`src/classifier_match_defs.svh`:
```
// Register offsets, field positions and reset values for the classifier match block
`ifndef CLASSIFIER_MATCH_DEFS_SVH
`define CLASSIFIER_MATCH_DEFS_SVH

`define FIRST_IPV6_ADDR_127_96_OFF 12'h060
`define FIRST_IPV6_ADDR_95_64_OFF 12'h064
`define FIRST_IPV6_ADDR_63_32_OFF 12'h068
`define FIRST_IPV6_ADDR_31_0_OFF 12'h06c
`define SECOND_IPV6_ADDR_127_96_OFF 12'h070
`define SECOND_IPV6_ADDR_95_64_OFF 12'h074
`define SECOND_IPV6_ADDR_63_32_OFF 12'h078
`define SECOND_IPV6_ADDR_31_0_OFF 12'h07c
`define OAM_CONTROL_WORD_MATCH_OFF 12'h080
`define FIFO_PEAK_LEVELS_OFF 12'h0d4

`define OAM_MASK_MSB 31
`define OAM_MASK_LSB 16
`define OAM_VALUE_MSB 15
`define OAM_VALUE_LSB 0
`define TX_PEAK_MSB 31
`define TX_PEAK_LSB 25
`define RX_PEAK_MSB 9
`define RX_PEAK_LSB 0

`define REG_RESET_VALUE 32'h0000_0000
`define TX_PEAK_RESET 7'h00
`define RX_PEAK_RESET 10'h000

`endif

```
`src/classifier_match_pkg.sv`:
```
// Types shared by the classifier match and peak files
package classifier_match_pkg;
    typedef logic [31:0] word_t;
    typedef logic [127:0] ipv6_addr_t;
    typedef logic [6:0] tx_level_t;
    typedef logic [9:0] rx_level_t;
    typedef enum logic [1:0] {
        ADDR_NONE = 2'b00,
        ADDR_FIRST = 2'b01,
        ADDR_SECOND = 2'b10,
        ADDR_BOTH = 2'b11
    } addr_hit_t;
endpackage : classifier_match_pkg

```
`src/fifo_peak_tracker.sv`:
```
// Peak-level tracker with clear-on-read for one FIFO level
`timescale 1ns/1ps
`default_nettype none
module fifo_peak_tracker #(
    parameter int WIDTH = 10
) (
    // Clock and reset
    input wire logic i_ref_clk,
    input wire logic i_rst_n,
    // Level and clear
    input wire logic [WIDTH-1:0] i_level,
    input wire logic i_clear,
    // Peak
    output logic [WIDTH-1:0] o_peak
);
    wire logic level_above;
    wire logic [WIDTH-1:0] next_peak;

    assign level_above = i_level > o_peak;
    // Clear restarts from the present level so a coincident level is not lost
    assign next_peak = i_clear ? i_level : (level_above ? i_level : o_peak);

    always_ff @(posedge i_ref_clk) begin
        if (!i_rst_n) begin
            o_peak <= '0;
        end else begin
            o_peak <= next_peak;
        end
    end

    a_peak_tracks_max: assert property (@(posedge i_ref_clk) disable iff (!i_rst_n)
        !$past(i_clear) && $past(i_rst_n) |-> o_peak >= $past(i_level)) else $error("peak below last level");
    a_peak_clear_load: assert property (@(posedge i_ref_clk) disable iff (!i_rst_n)
        i_clear |=> o_peak == $past(i_level)) else $error("clear did not load level");
endmodule : fifo_peak_tracker
`default_nettype wire

```
`src/classifier_match_regs.sv`:
```
// APB register bank for classifier address match, OAM match and FIFO peaks
//
// Functional notes
// - Second IPv6 address matched only on Ethernet packets
// - OAM hit when masked control word bits match
// - Bits 31:25 hold transmit FIFO peak
// - Bits 9:0 hold receive FIFO peak
// - Reading peak register clears both peaks
// - First IPv6 address is separate 128-bit group
`timescale 1ns/1ps
`default_nettype none
`include "classifier_match_defs.svh"
module classifier_match_regs (
    // Clock and reset
    input wire logic i_ref_clk,
    input wire logic i_rst_n,
    // APB slave
    input wire logic i_psel,
    input wire logic i_penable,
    input wire logic i_pwrite,
    input wire logic [11:0] i_paddr,
    input wire logic [31:0] i_pwdata,
    input wire logic [3:0] i_pstrb,
    output logic o_pready,
    output logic [31:0] o_prdata,
    output logic o_pslverr,
    // Packet under classification
    input wire logic i_pkt_valid,
    input wire logic i_pkt_from_ethernet,
    input wire logic [127:0] i_pkt_dest_ipv6,
    input wire logic [15:0] i_pkt_ctrl_word_msbs,
    // FIFO levels in dwords
    input wire logic [6:0] i_tx_fifo_level,
    input wire logic [9:0] i_rx_fifo_level,
    // Classification results
    output logic o_first_addr_hit,
    output logic o_second_addr_hit,
    output logic o_oam_hit,
    output logic [127:0] o_first_ipv6_addr,
    output logic [127:0] o_second_ipv6_addr,
    output logic [15:0] o_oam_ctrlword_compare_mask,
    output logic [15:0] o_oam_ctrlword_match_value
);
    ////////////////////////////////////////////////////////////////////////////////
    // Register storage

    classifier_match_pkg::word_t first_ipv6_addr_words [4];
    classifier_match_pkg::word_t second_ipv6_addr_words [4];
    classifier_match_pkg::word_t oam_control_word_match;
    classifier_match_pkg::tx_level_t tx_peak;
    classifier_match_pkg::rx_level_t rx_peak;

    ////////////////////////////////////////////////////////////////////////////////
    // APB decode

    wire logic apb_setup;
    wire logic apb_access;
    wire logic apb_wr;
    wire logic apb_rd;
    wire logic sel_oam;
    wire logic sel_peak;
    wire logic sel_first [4];
    wire logic sel_second [4];
    wire logic addr_mapped;
    wire logic [31:0] wr_mask;

    assign apb_setup = i_psel && !i_penable;
    assign apb_access = i_psel && i_penable;
    assign apb_wr = apb_access && i_pwrite;
    assign apb_rd = apb_access && !i_pwrite;
    assign sel_oam = i_paddr == `OAM_CONTROL_WORD_MATCH_OFF;
    assign sel_peak = i_paddr == `FIFO_PEAK_LEVELS_OFF;
    assign wr_mask = {{8{i_pstrb[3]}}, {8{i_pstrb[2]}}, {8{i_pstrb[1]}}, {8{i_pstrb[0]}}};

    // One access cycle per transfer; no wait states are ever inserted
    assign o_pready = apb_access;

    // Both address word groups share one generate loop, first group ends at 0x6C
    genvar gi;
    generate
        for (gi = 0; gi < 4; gi++) begin : g_addr_words
            assign sel_first[gi] = i_paddr == (`FIRST_IPV6_ADDR_127_96_OFF + 12'(4 * gi));
            assign sel_second[gi] = i_paddr == (`SECOND_IPV6_ADDR_127_96_OFF + 12'(4 * gi));

            always_ff @(posedge i_ref_clk) begin
                if (!i_rst_n) begin
                    first_ipv6_addr_words[gi] <= `REG_RESET_VALUE;
                    second_ipv6_addr_words[gi] <= `REG_RESET_VALUE;
                end else if (apb_wr) begin
                    if (sel_first[gi]) begin
                        first_ipv6_addr_words[gi] <= (first_ipv6_addr_words[gi] & ~wr_mask) | (i_pwdata & wr_mask);
                    end
                    if (sel_second[gi]) begin
                        second_ipv6_addr_words[gi] <= (second_ipv6_addr_words[gi] & ~wr_mask) | (i_pwdata & wr_mask);
                    end
                end
            end
        end
    endgenerate

    assign addr_mapped = sel_oam || sel_peak || sel_first[0] || sel_first[1] || sel_first[2] || sel_first[3]
        || sel_second[0] || sel_second[1] || sel_second[2] || sel_second[3];

    ////////////////////////////////////////////////////////////////////////////////
    // OAM match register

    always_ff @(posedge i_ref_clk) begin
        if (!i_rst_n) begin
            oam_control_word_match <= `REG_RESET_VALUE;
        end else if (apb_wr && sel_oam) begin
            oam_control_word_match <= (oam_control_word_match & ~wr_mask) | (i_pwdata & wr_mask);
        end
    end

    ////////////////////////////////////////////////////////////////////////////////
    // Peak levels, cleared by a completed read of the peak register

    wire logic peak_clear;
    assign peak_clear = apb_rd && sel_peak;

    fifo_peak_tracker #(.WIDTH(7)) u_tx_peak (
        .i_ref_clk(i_ref_clk),
        .i_rst_n(i_rst_n),
        .i_level(i_tx_fifo_level),
        .i_clear(peak_clear),
        .o_peak(tx_peak)
    );

    fifo_peak_tracker #(.WIDTH(10)) u_rx_peak (
        .i_ref_clk(i_ref_clk),
        .i_rst_n(i_rst_n),
        .i_level(i_rx_fifo_level),
        .i_clear(peak_clear),
        .o_peak(rx_peak)
    );

    ////////////////////////////////////////////////////////////////////////////////
    // Read data, registered in the setup cycle so it is stable in access

    wire logic [31:0] peak_word;
    wire logic [31:0] next_prdata;

    // Writes to the peak register are ignored; reserved bits read as zero
    assign peak_word = {tx_peak, 15'h0000, rx_peak};
    assign next_prdata = sel_oam ? oam_control_word_match :
        sel_peak ? peak_word :
        sel_first[0] ? first_ipv6_addr_words[0] :
        sel_first[1] ? first_ipv6_addr_words[1] :
        sel_first[2] ? first_ipv6_addr_words[2] :
        sel_first[3] ? first_ipv6_addr_words[3] :
        sel_second[0] ? second_ipv6_addr_words[0] :
        sel_second[1] ? second_ipv6_addr_words[1] :
        sel_second[2] ? second_ipv6_addr_words[2] :
        sel_second[3] ? second_ipv6_addr_words[3] : 32'h0000_0000;

    always_ff @(posedge i_ref_clk) begin
        if (!i_rst_n) begin
            o_prdata <= `REG_RESET_VALUE;
            o_pslverr <= 1'b0;
        end else if (apb_setup) begin
            o_prdata <= i_pwrite ? 32'h0000_0000 : next_prdata;
            o_pslverr <= !addr_mapped;
        end
    end

    ////////////////////////////////////////////////////////////////////////////////
    // Classification

    wire logic [127:0] next_first_addr;
    wire logic [127:0] next_second_addr;
    wire logic [15:0] oam_mask;
    wire logic [15:0] oam_value;
    wire logic first_eq;
    wire logic second_eq;
    wire logic oam_eq;

    assign next_first_addr = {first_ipv6_addr_words[0], first_ipv6_addr_words[1],
        first_ipv6_addr_words[2], first_ipv6_addr_words[3]};
    assign next_second_addr = {second_ipv6_addr_words[0], second_ipv6_addr_words[1],
        second_ipv6_addr_words[2], second_ipv6_addr_words[3]};
    assign oam_mask = oam_control_word_match[`OAM_MASK_MSB:`OAM_MASK_LSB];
    assign oam_value = oam_control_word_match[`OAM_VALUE_MSB:`OAM_VALUE_LSB];
    assign first_eq = i_pkt_dest_ipv6 == next_first_addr;
    assign second_eq = i_pkt_dest_ipv6 == next_second_addr;
    // Mask bit set means compare that bit
    assign oam_eq = ((i_pkt_ctrl_word_msbs ^ oam_value) & oam_mask) == 16'h0000;

    always_ff @(posedge i_ref_clk) begin
        if (!i_rst_n) begin
            o_first_addr_hit <= 1'b0;
            o_second_addr_hit <= 1'b0;
            o_oam_hit <= 1'b0;
        end else begin
            // Only Ethernet-received packets are matched against the addresses
            o_first_addr_hit <= i_pkt_valid && i_pkt_from_ethernet && first_eq;
            o_second_addr_hit <= i_pkt_valid && i_pkt_from_ethernet && second_eq;
            o_oam_hit <= i_pkt_valid && oam_eq;
        end
    end

    assign o_first_ipv6_addr = next_first_addr;
    assign o_second_ipv6_addr = next_second_addr;
    assign o_oam_ctrlword_compare_mask = oam_mask;
    assign o_oam_ctrlword_match_value = oam_value;

    ////////////////////////////////////////////////////////////////////////////////
    // Checks

    a_second_eth_only: assert property (@(posedge i_ref_clk) disable iff (!i_rst_n)
        o_second_addr_hit |-> $past(i_pkt_from_ethernet) && $past(i_pkt_valid)) else $error("second hit off ethernet");
    a_second_addr_hit: assert property (@(posedge i_ref_clk) disable iff (!i_rst_n)
        (i_pkt_valid && i_pkt_from_ethernet && i_pkt_dest_ipv6 == o_second_ipv6_addr) |=> o_second_addr_hit)
        else $error("second address missed");
    a_oam_match: assert property (@(posedge i_ref_clk) disable iff (!i_rst_n)
        i_pkt_valid |=> o_oam_hit == ((($past(i_pkt_ctrl_word_msbs) ^ $past(o_oam_ctrlword_match_value))
        & $past(o_oam_ctrlword_compare_mask)) == 16'h0000)) else $error("oam match wrong");
    a_tx_peak_field: assert property (@(posedge i_ref_clk) disable iff (!i_rst_n)
        (apb_setup && !i_pwrite && sel_peak) |=> o_prdata[31:25] == $past(tx_peak)) else $error("tx peak field");
    a_rx_peak_field: assert property (@(posedge i_ref_clk) disable iff (!i_rst_n)
        (apb_setup && !i_pwrite && sel_peak) |=> o_prdata[9:0] == $past(rx_peak)) else $error("rx peak field");
    a_peak_read_clear: assert property (@(posedge i_ref_clk) disable iff (!i_rst_n)
        peak_clear |=> rx_peak == $past(i_rx_fifo_level) && tx_peak == $past(i_tx_fifo_level))
        else $error("peak not cleared");
    a_reserved_zero: assert property (@(posedge i_ref_clk) disable iff (!i_rst_n)
        (apb_setup && !i_pwrite && sel_peak) |=> o_prdata[24:10] == 15'h0000) else $error("reserved bits set");
    a_first_end_word: assert property (@(posedge i_ref_clk) disable iff (!i_rst_n)
        (apb_wr && i_paddr == `FIRST_IPV6_ADDR_31_0_OFF && i_pstrb == 4'hf) |=> o_first_ipv6_addr[31:0] == $past(i_pwdata))
        else $error("first addr low word");
    a_pready_access: assert property (@(posedge i_ref_clk) disable iff (!i_rst_n)
        o_pready == (i_psel && i_penable)) else $error("pready wrong");

    // Address hits never come from a packet off another port
    a_first_eth_only: assert property (@(posedge i_ref_clk) disable iff (!i_rst_n)
        o_first_addr_hit |-> $past(i_pkt_from_ethernet) && $past(i_pkt_valid)) else $error("first hit off ethernet");
    a_oam_idle_quiet: assert property (@(posedge i_ref_clk) disable iff (!i_rst_n)
        !i_pkt_valid |=> !o_oam_hit) else $error("oam hit without packet");
    a_pslverr_unmapped: assert property (@(posedge i_ref_clk) disable iff (!i_rst_n)
        (apb_setup && !addr_mapped) |=> o_pslverr) else $error("unmapped address not flagged");
    a_pslverr_mapped: assert property (@(posedge i_ref_clk) disable iff (!i_rst_n)
        (apb_setup && addr_mapped) |=> !o_pslverr) else $error("mapped address flagged");
    a_write_reads_zero: assert property (@(posedge i_ref_clk) disable iff (!i_rst_n)
        (apb_setup && i_pwrite) |=> o_prdata == 32'h0000_0000) else $error("read data on write");
    a_pready_setup_low: assert property (@(posedge i_ref_clk) disable iff (!i_rst_n)
        apb_setup |-> !o_pready) else $error("pready in setup");
    a_second_low_word: assert property (@(posedge i_ref_clk) disable iff (!i_rst_n)
        (apb_wr && i_paddr == `SECOND_IPV6_ADDR_31_0_OFF && i_pstrb == 4'hf)
        |=> o_second_ipv6_addr[31:0] == $past(i_pwdata)) else $error("second addr low word");
    a_oam_reg_write: assert property (@(posedge i_ref_clk) disable iff (!i_rst_n)
        (apb_wr && sel_oam && i_pstrb == 4'hf)
        |=> {o_oam_ctrlword_compare_mask, o_oam_ctrlword_match_value} == $past(i_pwdata)) else $error("oam write");
    // Without a clearing read a peak may only grow
    a_rx_peak_hold: assert property (@(posedge i_ref_clk) disable iff (!i_rst_n)
        !$past(peak_clear) && $past(i_rst_n) |-> rx_peak >= $past(rx_peak)) else $error("rx peak dropped");
    a_tx_peak_hold: assert property (@(posedge i_ref_clk) disable iff (!i_rst_n)
        !$past(peak_clear) && $past(i_rst_n) |-> tx_peak >= $past(tx_peak)) else $error("tx peak dropped");
endmodule : classifier_match_regs
`default_nettype wire

```
`config.mk`:
```
export PLATFORM = sky130hd
export DESIGN_NAME = classifier_match_regs
export DESIGN_NICKNAME = d
export VERILOG_FILES = /design/src/classifier_match_pkg.sv /design/src/fifo_peak_tracker.sv /design/src/classifier_match_regs.sv
export VERILOG_INCLUDE_DIRS = /design/src
export SDC_FILE = /design/constraint.sdc
export NUM_CORES = 1
export LEC_CHECK = 0
export ABC_AREA = 1
export BUFFER_PORTS_ARGS = -buffer_cell sky130_fd_sc_hd__buf_4
export CORE_ASPECT_RATIO = 0.5
export CORE_UTILIZATION = 30
export DETAILED_ROUTE_END_ITERATION = 6
export PLACE_DENSITY = 0.52
export SETUP_SLACK_MARGIN = 0.3
export SLEW_MARGIN = 20
export SYNTH_ARGS = -nofsm -noshare
export SYNTH_HDL_FRONTEND = slang
export SYNTH_SLANG_ARGS = --single-unit
```
`constraint.sdc`:
```
create_clock -name i_ref_clk -period 4.5 [get_ports i_ref_clk]
set_clock_uncertainty 0.2 [all_clocks]
set_input_delay 0.225 -clock i_ref_clk [delete_from_list [all_inputs] [get_ports i_ref_clk]]
set_output_delay 0.225 -clock i_ref_clk [all_outputs]
set_load 0.02 [all_outputs]
```
==> results.json, run 1 <==
{
  "worstMarginPinSlew_ns": 1.19,
  "async_flop_share_pct": 0,
  "drc_errors": 0,
  "ys_types": 41,
  "vdd_drop_max_v": 0.000211,
  "root_buffer": "clkbuf_16",
  "gr-total-overflow": 0,
  "first_iter_violations": 3941,
  "crit_end": "o_second_addr_hit$_SDFF_PN0_",
  "fmax_mhz": 250,
  "cp_data_arrival_time_ns": 4.28,
  "dieArea_mm2": 0.0704,
  "max_slew_margin_pct": 20.7,
  "vias": 23797,
  "antenna_found_initial": 3,
  "layout_commonest_cell": "buf_4",
  "placementRows": 67,
  "timing.critical_path.fanout_max": 5,
  "ant_nets": 0,
  "critPathKind": "flip-flop to flip-flop",
  "fin_area_mm2": 0.0278,
  "p_leak_nw": 12.0,
  "grt_pass1_wl_mm": 183,
  "drt_pass1_iterations": 6,
  "insertion_delay_ns": 0.57,
  "cp_common_cell": "dlygate4sd3_1",
  "drv_slew": 0,
  "wl_per_cell_um": 33.3,
  "drv_cap": 0,
  "vias_per_cell": 5.76,
  "multi_input_area_mm2": 0.00997,
  "grt_pass1_vias": 21697,
  "ios": 541,
  "stdcell_count": 4132,
  "fin_crit_ns": 4.00,
  "cts_tree": "done",
  "grt_use_total_pct": 37.6,
  "ys_warn_count": 0,
  "rsz0062_at_grt": "no",
  "crit_buf_inv": 3,
  "crit_start": "second_ipv6_addr_words[0][26]$_SDFFCE_PN0P_",
  "die_w_um": 374,
  "crit_path_end_kind": "flip-flop",
  "start_util_pct": 30.7,
  "place.gp.congestion": 1.07,
  "placed_cell_area_mm2": 0.0258,
  "min_path_type": "input pin to flip-flop",
  "required_ns": 4.79,
  "clockPowerShare_pct": 38.4,
  "status": "finished clean",
  "power_frac_seq_pct": 45.0,
  "tns_ns": 0,
  "netlist_area_mm2": 0.0208,
  "final_cell_mix": "581 x buf_4, 520 x nand2_1, 393 x nor2_1",
  "hold_viol": 0,
  "grt_max_degree": 55,
  "r2r_start": "second_ipv6_addr_words[0][26]$_SDFFCE_PN0P_",
  "rr_endpoint": "o_second_addr_hit$_SDFF_PN0_",
  "cp.depth": 9,
  "cellPowerDensity_mw_per_mm2": 298,
  "rrSetupSlack_ns": 0.50,
  "post_cts_buffers": 0,
  "seqCellArea_mm2": 0.00939,
  "holdWs_ns": 0.0125,
  "reg2reg_depth": 9,
  "numCtsBuffers": 36,
  "clk_pin_slew_ns": 0.07,
  "synth.ff_latch_count": 341,
  "syn_nets": 2855,
  "clockBufferDepth": 3,
  "worstPathCellList": "or2_2 -> a221oi_1 -> nand4_1 -> dlygate4sd3_1 -> nor2_1 -> dlygate4sd3_1 -> nand3_1 -> dlygate4sd3_1 -> nor2_1",
  "cpPeakStageDelay_ns": 0.60,
  "switching_share_pct": 31.1,
  "core-area_mm2": 0.0677,
  "synth_edf_count": 256,
  "dp.cells": 3983,
  "io_buffers": 540,
  "fin_crit_sh_pct": 88.8,
  "ys_seq_area_share_pct": 45.2,
  "crit_slowest_cell": "dlygate4sd3_1",
  "cts_max_level": 2,
  "nets": 3440,
  "synthFlopType": "edfxtp_1",
  "setup_viol": 0,
  "hpwl_mm": 109,
  "nFillCells": 7046,
  "power_frac_comb_pct": 16.6,
  "die_h_um": 188,
  "syn_area_per_cell_um2": 7.93,
  "startpoint_type": "flip-flop",
  "synth_cells": 2622,
  "drive_gt1_share_pct": 23.5,
  "wl_mm": 138,
  "clock-sinks": 341,
  "p_sw_w": 0.00258,
  "areaGrowthSynthToFinish_pct": 33.9,
  "internal_power_w": 0.00572,
  "critPathTopFamily": "buffers and inverters"
}
layout make-up:
cell class,count,share of cell area (%)
Clock buffer,46,3.56
Tap cell,897,4.03
Timing Repair Buffer,664,18.7
Antenna cell,1,0.00899
Inverter,258,3.48
Multi-Input combinational cell,1906,35.8
Clock inverter,19,0.656
Sequential cell,341,33.7
kinds of logic (layout without fill, tap and decap cells):
| family | count (synthesis) | after routing | synth area share [%] |
|---|---|---|---|
| AOI/OAI and AO/OA | 607 | 607 | 17.2 |
| xor gates and xnor gates | 157 | 157 | 6.61 |
| and+or+nand+nor | 1125 | 1125 | 22.7 |
| DFF | 341 | 341 | 45.2 |
| buffers and inverters | 375 | 987 | 7.23 |
| adders and majority gates | 17 | 17 | 1.02 |
| other | 0 | 1 | 0 |
through the flow:
stage | setup slack [ns] | utilization [%] | power (W)
4_1_cts | 0.650 | 41.0 | 0.00823
3_3_place_gp | 1.24 | 38.1 | 0.00506
5_1_grt | 0.473 | 41.1 | 0.00846
2_1_floorplan | 0.468 | - | 0.00427
6_report | 0.504 | 41.1 | 0.00830
3_5_place_dp | 1.16 | 38.1 | 0.00507
synthesized netlist by cell type, types with 31 or more instances:
cell | instances | share of area, %
or2_2 | 39 | 1.2
a21oi_1 | 338 | 8.1
xor2_1 | 59 | 2.5
edfxtp_1 | 256 | 37
a211oi_2 | 32 | 1.9
xnor2_1 | 98 | 4.1
o21ai_0 | 122 | 2.9
nor2_1 | 393 | 7.1
inv_1 | 241 | 4.4
clkbuf_1 | 80 | 1.4
nand3_1 | 80 | 1.9
nand4_1 | 31 | 0.93
dfxtp_1 | 85 | 8.2
nand2_1 | 520 | 9.4
layer usage:
layer / track usage [%] / vias up / share of wire (%)
li1: - / 9989 / -
met1: 51.8 / 11827 / 41
met2: 55.2 / 1713 / 42
met3: 11.9 / 266 / 13
met4: 13.2 / 2 / 4.1
met5: 0 / - / 0.015
sequential cells by signal, summed over array words and instances, names as in the netlist, named ones only:
| name | count |
|---|---|
| u_rx_peak.o_peak | 10 |
| first_ipv6_addr_words | 128 |
| o_pslverr | 1 |
| second_ipv6_addr_words | 128 |
| o_oam_hit | 1 |
| o_prdata | 32 |
| u_tx_peak.o_peak | 7 |
| o_second_addr_hit | 1 |
| o_first_addr_hit | 1 |
what timing repair did:
action / 4_1_cts / 5_1_grt
endpoints found under the hold margin: 53 / 0
resized for setup: 0 / 0
hold buffers: 82 / 0
setup endpoints to repair: 0 / 0
worst min-delay path by stage:
stage                     slack (ns)                                to                       from  depth (start not counted)
after floorplan                 0.18  u_tx_peak.o_peak[0]$_SDFFE_PN0P_         i_tx_fifo_level[0]                          2
after global placement          0.26         o_prdata[11]$_SDFFE_PN0P_  o_prdata[11]$_SDFFE_PN0P_                          2
after detailed placement        0.26         o_prdata[16]$_SDFFE_PN0P_  o_prdata[16]$_SDFFE_PN0P_                          2
after CTS                      0.009      o_second_addr_hit$_SDFF_PN0_         i_pkt_dest_ipv6[4]                          6
after global routing            0.01      o_second_addr_hit$_SDFF_PN0_       i_pkt_dest_ipv6[104]                          6
final                           0.01                         flip-flop                 i_pstrb[3]                          3
power groups by stage:
stage | combinational, W | sequential, W | clock, W
after floorplan | 0.000520 | 0.00375 | 0
after global placement | 0.00128 | 0.00378 | 0
after detailed placement | 0.00129 | 0.00378 | 0
after CTS | 0.00133 | 0.00371 | 0.00318
after global routing | 0.00143 | 0.00373 | 0.00330
final | 0.00138 | 0.00373 | 0.00319
worst reg2reg max path, stage by stage, from the launching register on:
cell           delay, ns
edfxtp_1            0.57
or2_2               0.37
a221oi_1            0.58
nand4_1             0.14
dlygate4sd3_1       0.60
nor2_1              0.11
dlygate4sd3_1       0.57
nand3_1             0.08
dlygate4sd3_1       0.57
nor2_1              0.13
No activity file was read; power rests on OpenSTA's default activity.
==> run 2: changes to the inputs <==
- SYNTH_HIERARCHICAL: unset -> 1
==> run 2 against run 1 <==
  * Critical path depth unchanged
  * Register-to-register slack improved by 0.12 ns
  * Die area increased by 0.16%
  * Fmax increased by 3.1%
  * Sequential cell count unchanged
  * Core utilization decreased by 0.45 points
  * Worst hold slack improved by 0.012 ns
  * Non-clock buffer count decreased by 27
  * First-iteration DRC count decreased by 13%
  * Combinational power increased by 7%
  * Sequential share of layout area increased by 0.33 points
  * Critical endpoint unchanged
==> results.json, run 2 <==
{
  "cts_resized": 0,
  "fmax_mhz": 258,
  "ios": 541,
  "crit_path_end_kind": "flip-flop",
  "power_frac_comb_pct": 17.7,
  "clk_pin_slew_ns": 0.08,
  "timing.critical_path.fanout_max": 4,
  "synthFlopType": "edfxtp_1",
  "grt_pass1_vias": 21674,
  "ys_types": 49,
  "numCtsBuffers": 37,
  "syn_nets": 2886,
  "reg_top3": "first_ipv6_addr_words: 128 flops, second_ipv6_addr_words: 128 flops, o_prdata: 32 flops",
  "vias": 23455,
  "hold_viol": 0,
  "synth_area_leader_cell": "edfxtp_1",
  "drv_slew": 0,
  "vdd_drop_max_v": 0.000210,
  "gr-total-overflow": 0,
  "power_frac_seq_pct": 44.9,
  "cts_tree": "done",
  "yosysMostFrequentCell": "nand2_1",
  "die_w_um": 375,
  "grt_max_degree": 54,
  "core-area_mm2": 0.0678,
  "io_buffers": 540,
  "status": "finished clean",
  "hpwl_mm": 111,
  "ys_seq_area_share_pct": 45.1,
  "netlist_area_mm2": 0.0208,
  "grt_use_total_pct": 38.1,
  "cts_max_level": 2,
  "wl_per_cell_um": 33.6,
  "vias_per_cell": 5.66,
  "crit_start": "second_ipv6_addr_words[1][25]$_SDFFCE_PN0P_",
  "tns_ns": 0,
  "synth_top_cells_by_area": "edfxtp_1 37%, nand2_1 9.9%, a21oi_1 9.0%",
  "layout_commonest_cell": "buf_4",
  "internal_power_w": 0.00569,
  "rsz0062_at_grt": "no",
  "hp-start": "i_rst_n",
  "root_buffer": "clkbuf_16",
  "async_flop_share_pct": 0,
  "clock-sinks": 341,
  "die_h_um": 188,
  "place.gp.congestion": 1.05,
  "syn_area_per_cell_um2": 7.85,
  "fin_crit_ns": 3.88,
  "grt_pass1_wl_mm": 184,
  "cellPowerDensity_mw_per_mm2": 303,
  "placementRows": 67,
  "min_path_type": "input pin to flip-flop",
  "ant_nets": 0,
  "post-route-util_pct": 40.6,
  "startpoint_type": "flip-flop",
  "antenna_found_initial": 5,
  "critPathKind": "flip-flop to flip-flop",
  "yosys-top-cells-count": "548 x nand2_1, 377 x nor2_1, 375 x a21oi_1",
  "final_cell_mix": "574 x buf_4, 548 x nand2_1, 377 x nor2_1",
  "drive_gt1_share_pct": 23.3,
  "p_sw_w": 0.00267,
  "drv_cap": 0,
  "insertion_delay_ns": 0.58,
  "cp_data_arrival_time_ns": 4.20,
  "first_iter_violations": 3447,
  "synth_edf_count": 256,
  "clockPowerShare_pct": 37.4,
  "wl_mm": 139,
  "setup_viol": 0,
  "nFillCells": 7096,
  "worstMarginPinSlew_ns": 1.09,
  "dieArea_mm2": 0.0705,
  "drt_pass1_iterations": 6,
  "switching_share_pct": 31.9,
  "clockBufferDepth": 3,
  "p_leak_nw": 11.8,
  "drc_errors": 0,
  "required_ns": 4.82,
  "yosys.area.top_type_share_pct": 36.9,
  "ys_warn_count": 6,
  "fin_crit_sh_pct": 86.2,
  "synth_cells": 2653,
  "synth.ff_latch_count": 341,
  "max_slew_margin_pct": 25.4,
  "r2r_start": "second_ipv6_addr_words[1][25]$_SDFFCE_PN0P_",
  "nets": 3450,
  "areaGrowthSynthToFinish_pct": 32.4,
  "start_util_pct": 30.7
}
## run 2: cell types whose count changed in the layout (fill, tap and decap cells not counted), moves of 13 or more
| cell | delta |
|---|---|
| a21oi_1 | +37 |
| nand2_1 | +28 |
| xnor2_1 | +22 |
| or2_2 | -13 |
| nor2_1 | -16 |
| xor2_1 | -28 |
| o22ai_1 | +13 |
| a211oi_2 | -32 |
| dlygate4sd3_1 | -22 |
| nand3_2 | +16 |
## run 2: cell families after synthesis
logic type	share of synthesized area, %
adders and majority gates	1.02
buffers and inverters	7.64
and+or+nand+nor	23.7
AOI/OAI and AO/OA	16.2
DFF	45.1
xor gates and xnor gates	6.35
## run 2: worst paths after layout
| path | endpoint | slack [ns] | cells after the start |
|---|---|---|---|
| setup / recovery | o_second_addr_hit$_SDFF_PN0_ | 0.62 | 9 |
| hold reg to reg | o_prdata[28]$_SDFFE_PN0P_ | 0.27 | 2 |
| setup reg to reg | o_second_addr_hit$_SDFF_PN0_ | 0.62 | 9 |
| hold / removal | flip-flop | 0.02 | 3 |
## run 2: final cells by class
type                            instances  area [um^2]  share of cell area [%]
Timing Repair Buffer                  637         4970                    18.0
Tap cell                              897         1120                    4.07
Clock buffer                           52         1020                    3.72
Antenna cell                            3         7.51                  0.0272
Multi-Input combinational cell       1930         9910                    36.0
Inverter                              270         1020                    3.69
Sequential cell                       341         9390                    34.1
Clock inverter                         16          121                   0.440
## run 2: metal layers
layer / vias to the layer above / track usage [%] / part of all wire (%)
li1: 10004 / - / -
met1: 11528 / 51.3 / 41
met2: 1621 / 55.0 / 42
met3: 298 / 14.0 / 13
met4: 4 / 15.2 / 4.7
met5: - / 0 / 0.015
## run 2: critical path: stages, from the launching register on
cell and delay, ns:
edfxtp_1 0.61, xnor2_1 0.25, nand2_1 0.07, a221oi_1 0.46
nand2_1 0.15, nor4_1 0.66, nand3_1 0.15, dlygate4sd3_1 0.62
nor2_1 0.09, dlygate4sd3_1 0.56
## run 2: power groups by stage
| stage | Sequential (W) | Clock [W] | Combinational, W |
|---|---|---|---|
| finish | 0.00375 | 0.00313 | 0.00148 |
| global route | 0.00374 | 0.00325 | 0.00156 |
| CTS | 0.00373 | 0.00314 | 0.00145 |
| detailed placement | 0.00380 | 0 | 0.00140 |
| global placement | 0.00380 | 0 | 0.00140 |
| floorplan | 0.00376 | 0 | 0.000638 |
## run 2: stage by stage
step           hold WS, ns  instance area (um^2)  worst slack (ns)  power, W  instances
2_1_floorplan        0.146                 20800             0.490   0.00440       2653
3_3_place_gp         0.256                 25800              1.32   0.00519       4015
3_5_place_dp         0.264                 25800              1.33   0.00520       4015
4_1_cts            0.00301                 27600             0.793   0.00832       4143
5_1_grt             0.0410                 27600             0.628   0.00855       4144
6_report            0.0242                 27600             0.623   0.00836       4146
## run 2: what timing repair did
| action | 4_1_cts | 5_1_grt |
|---|---|---|
| hold buffers | 60 | 0 |
| buffers inserted | 0 | 0 |
| hold endpoints to repair | 69 | 0 |
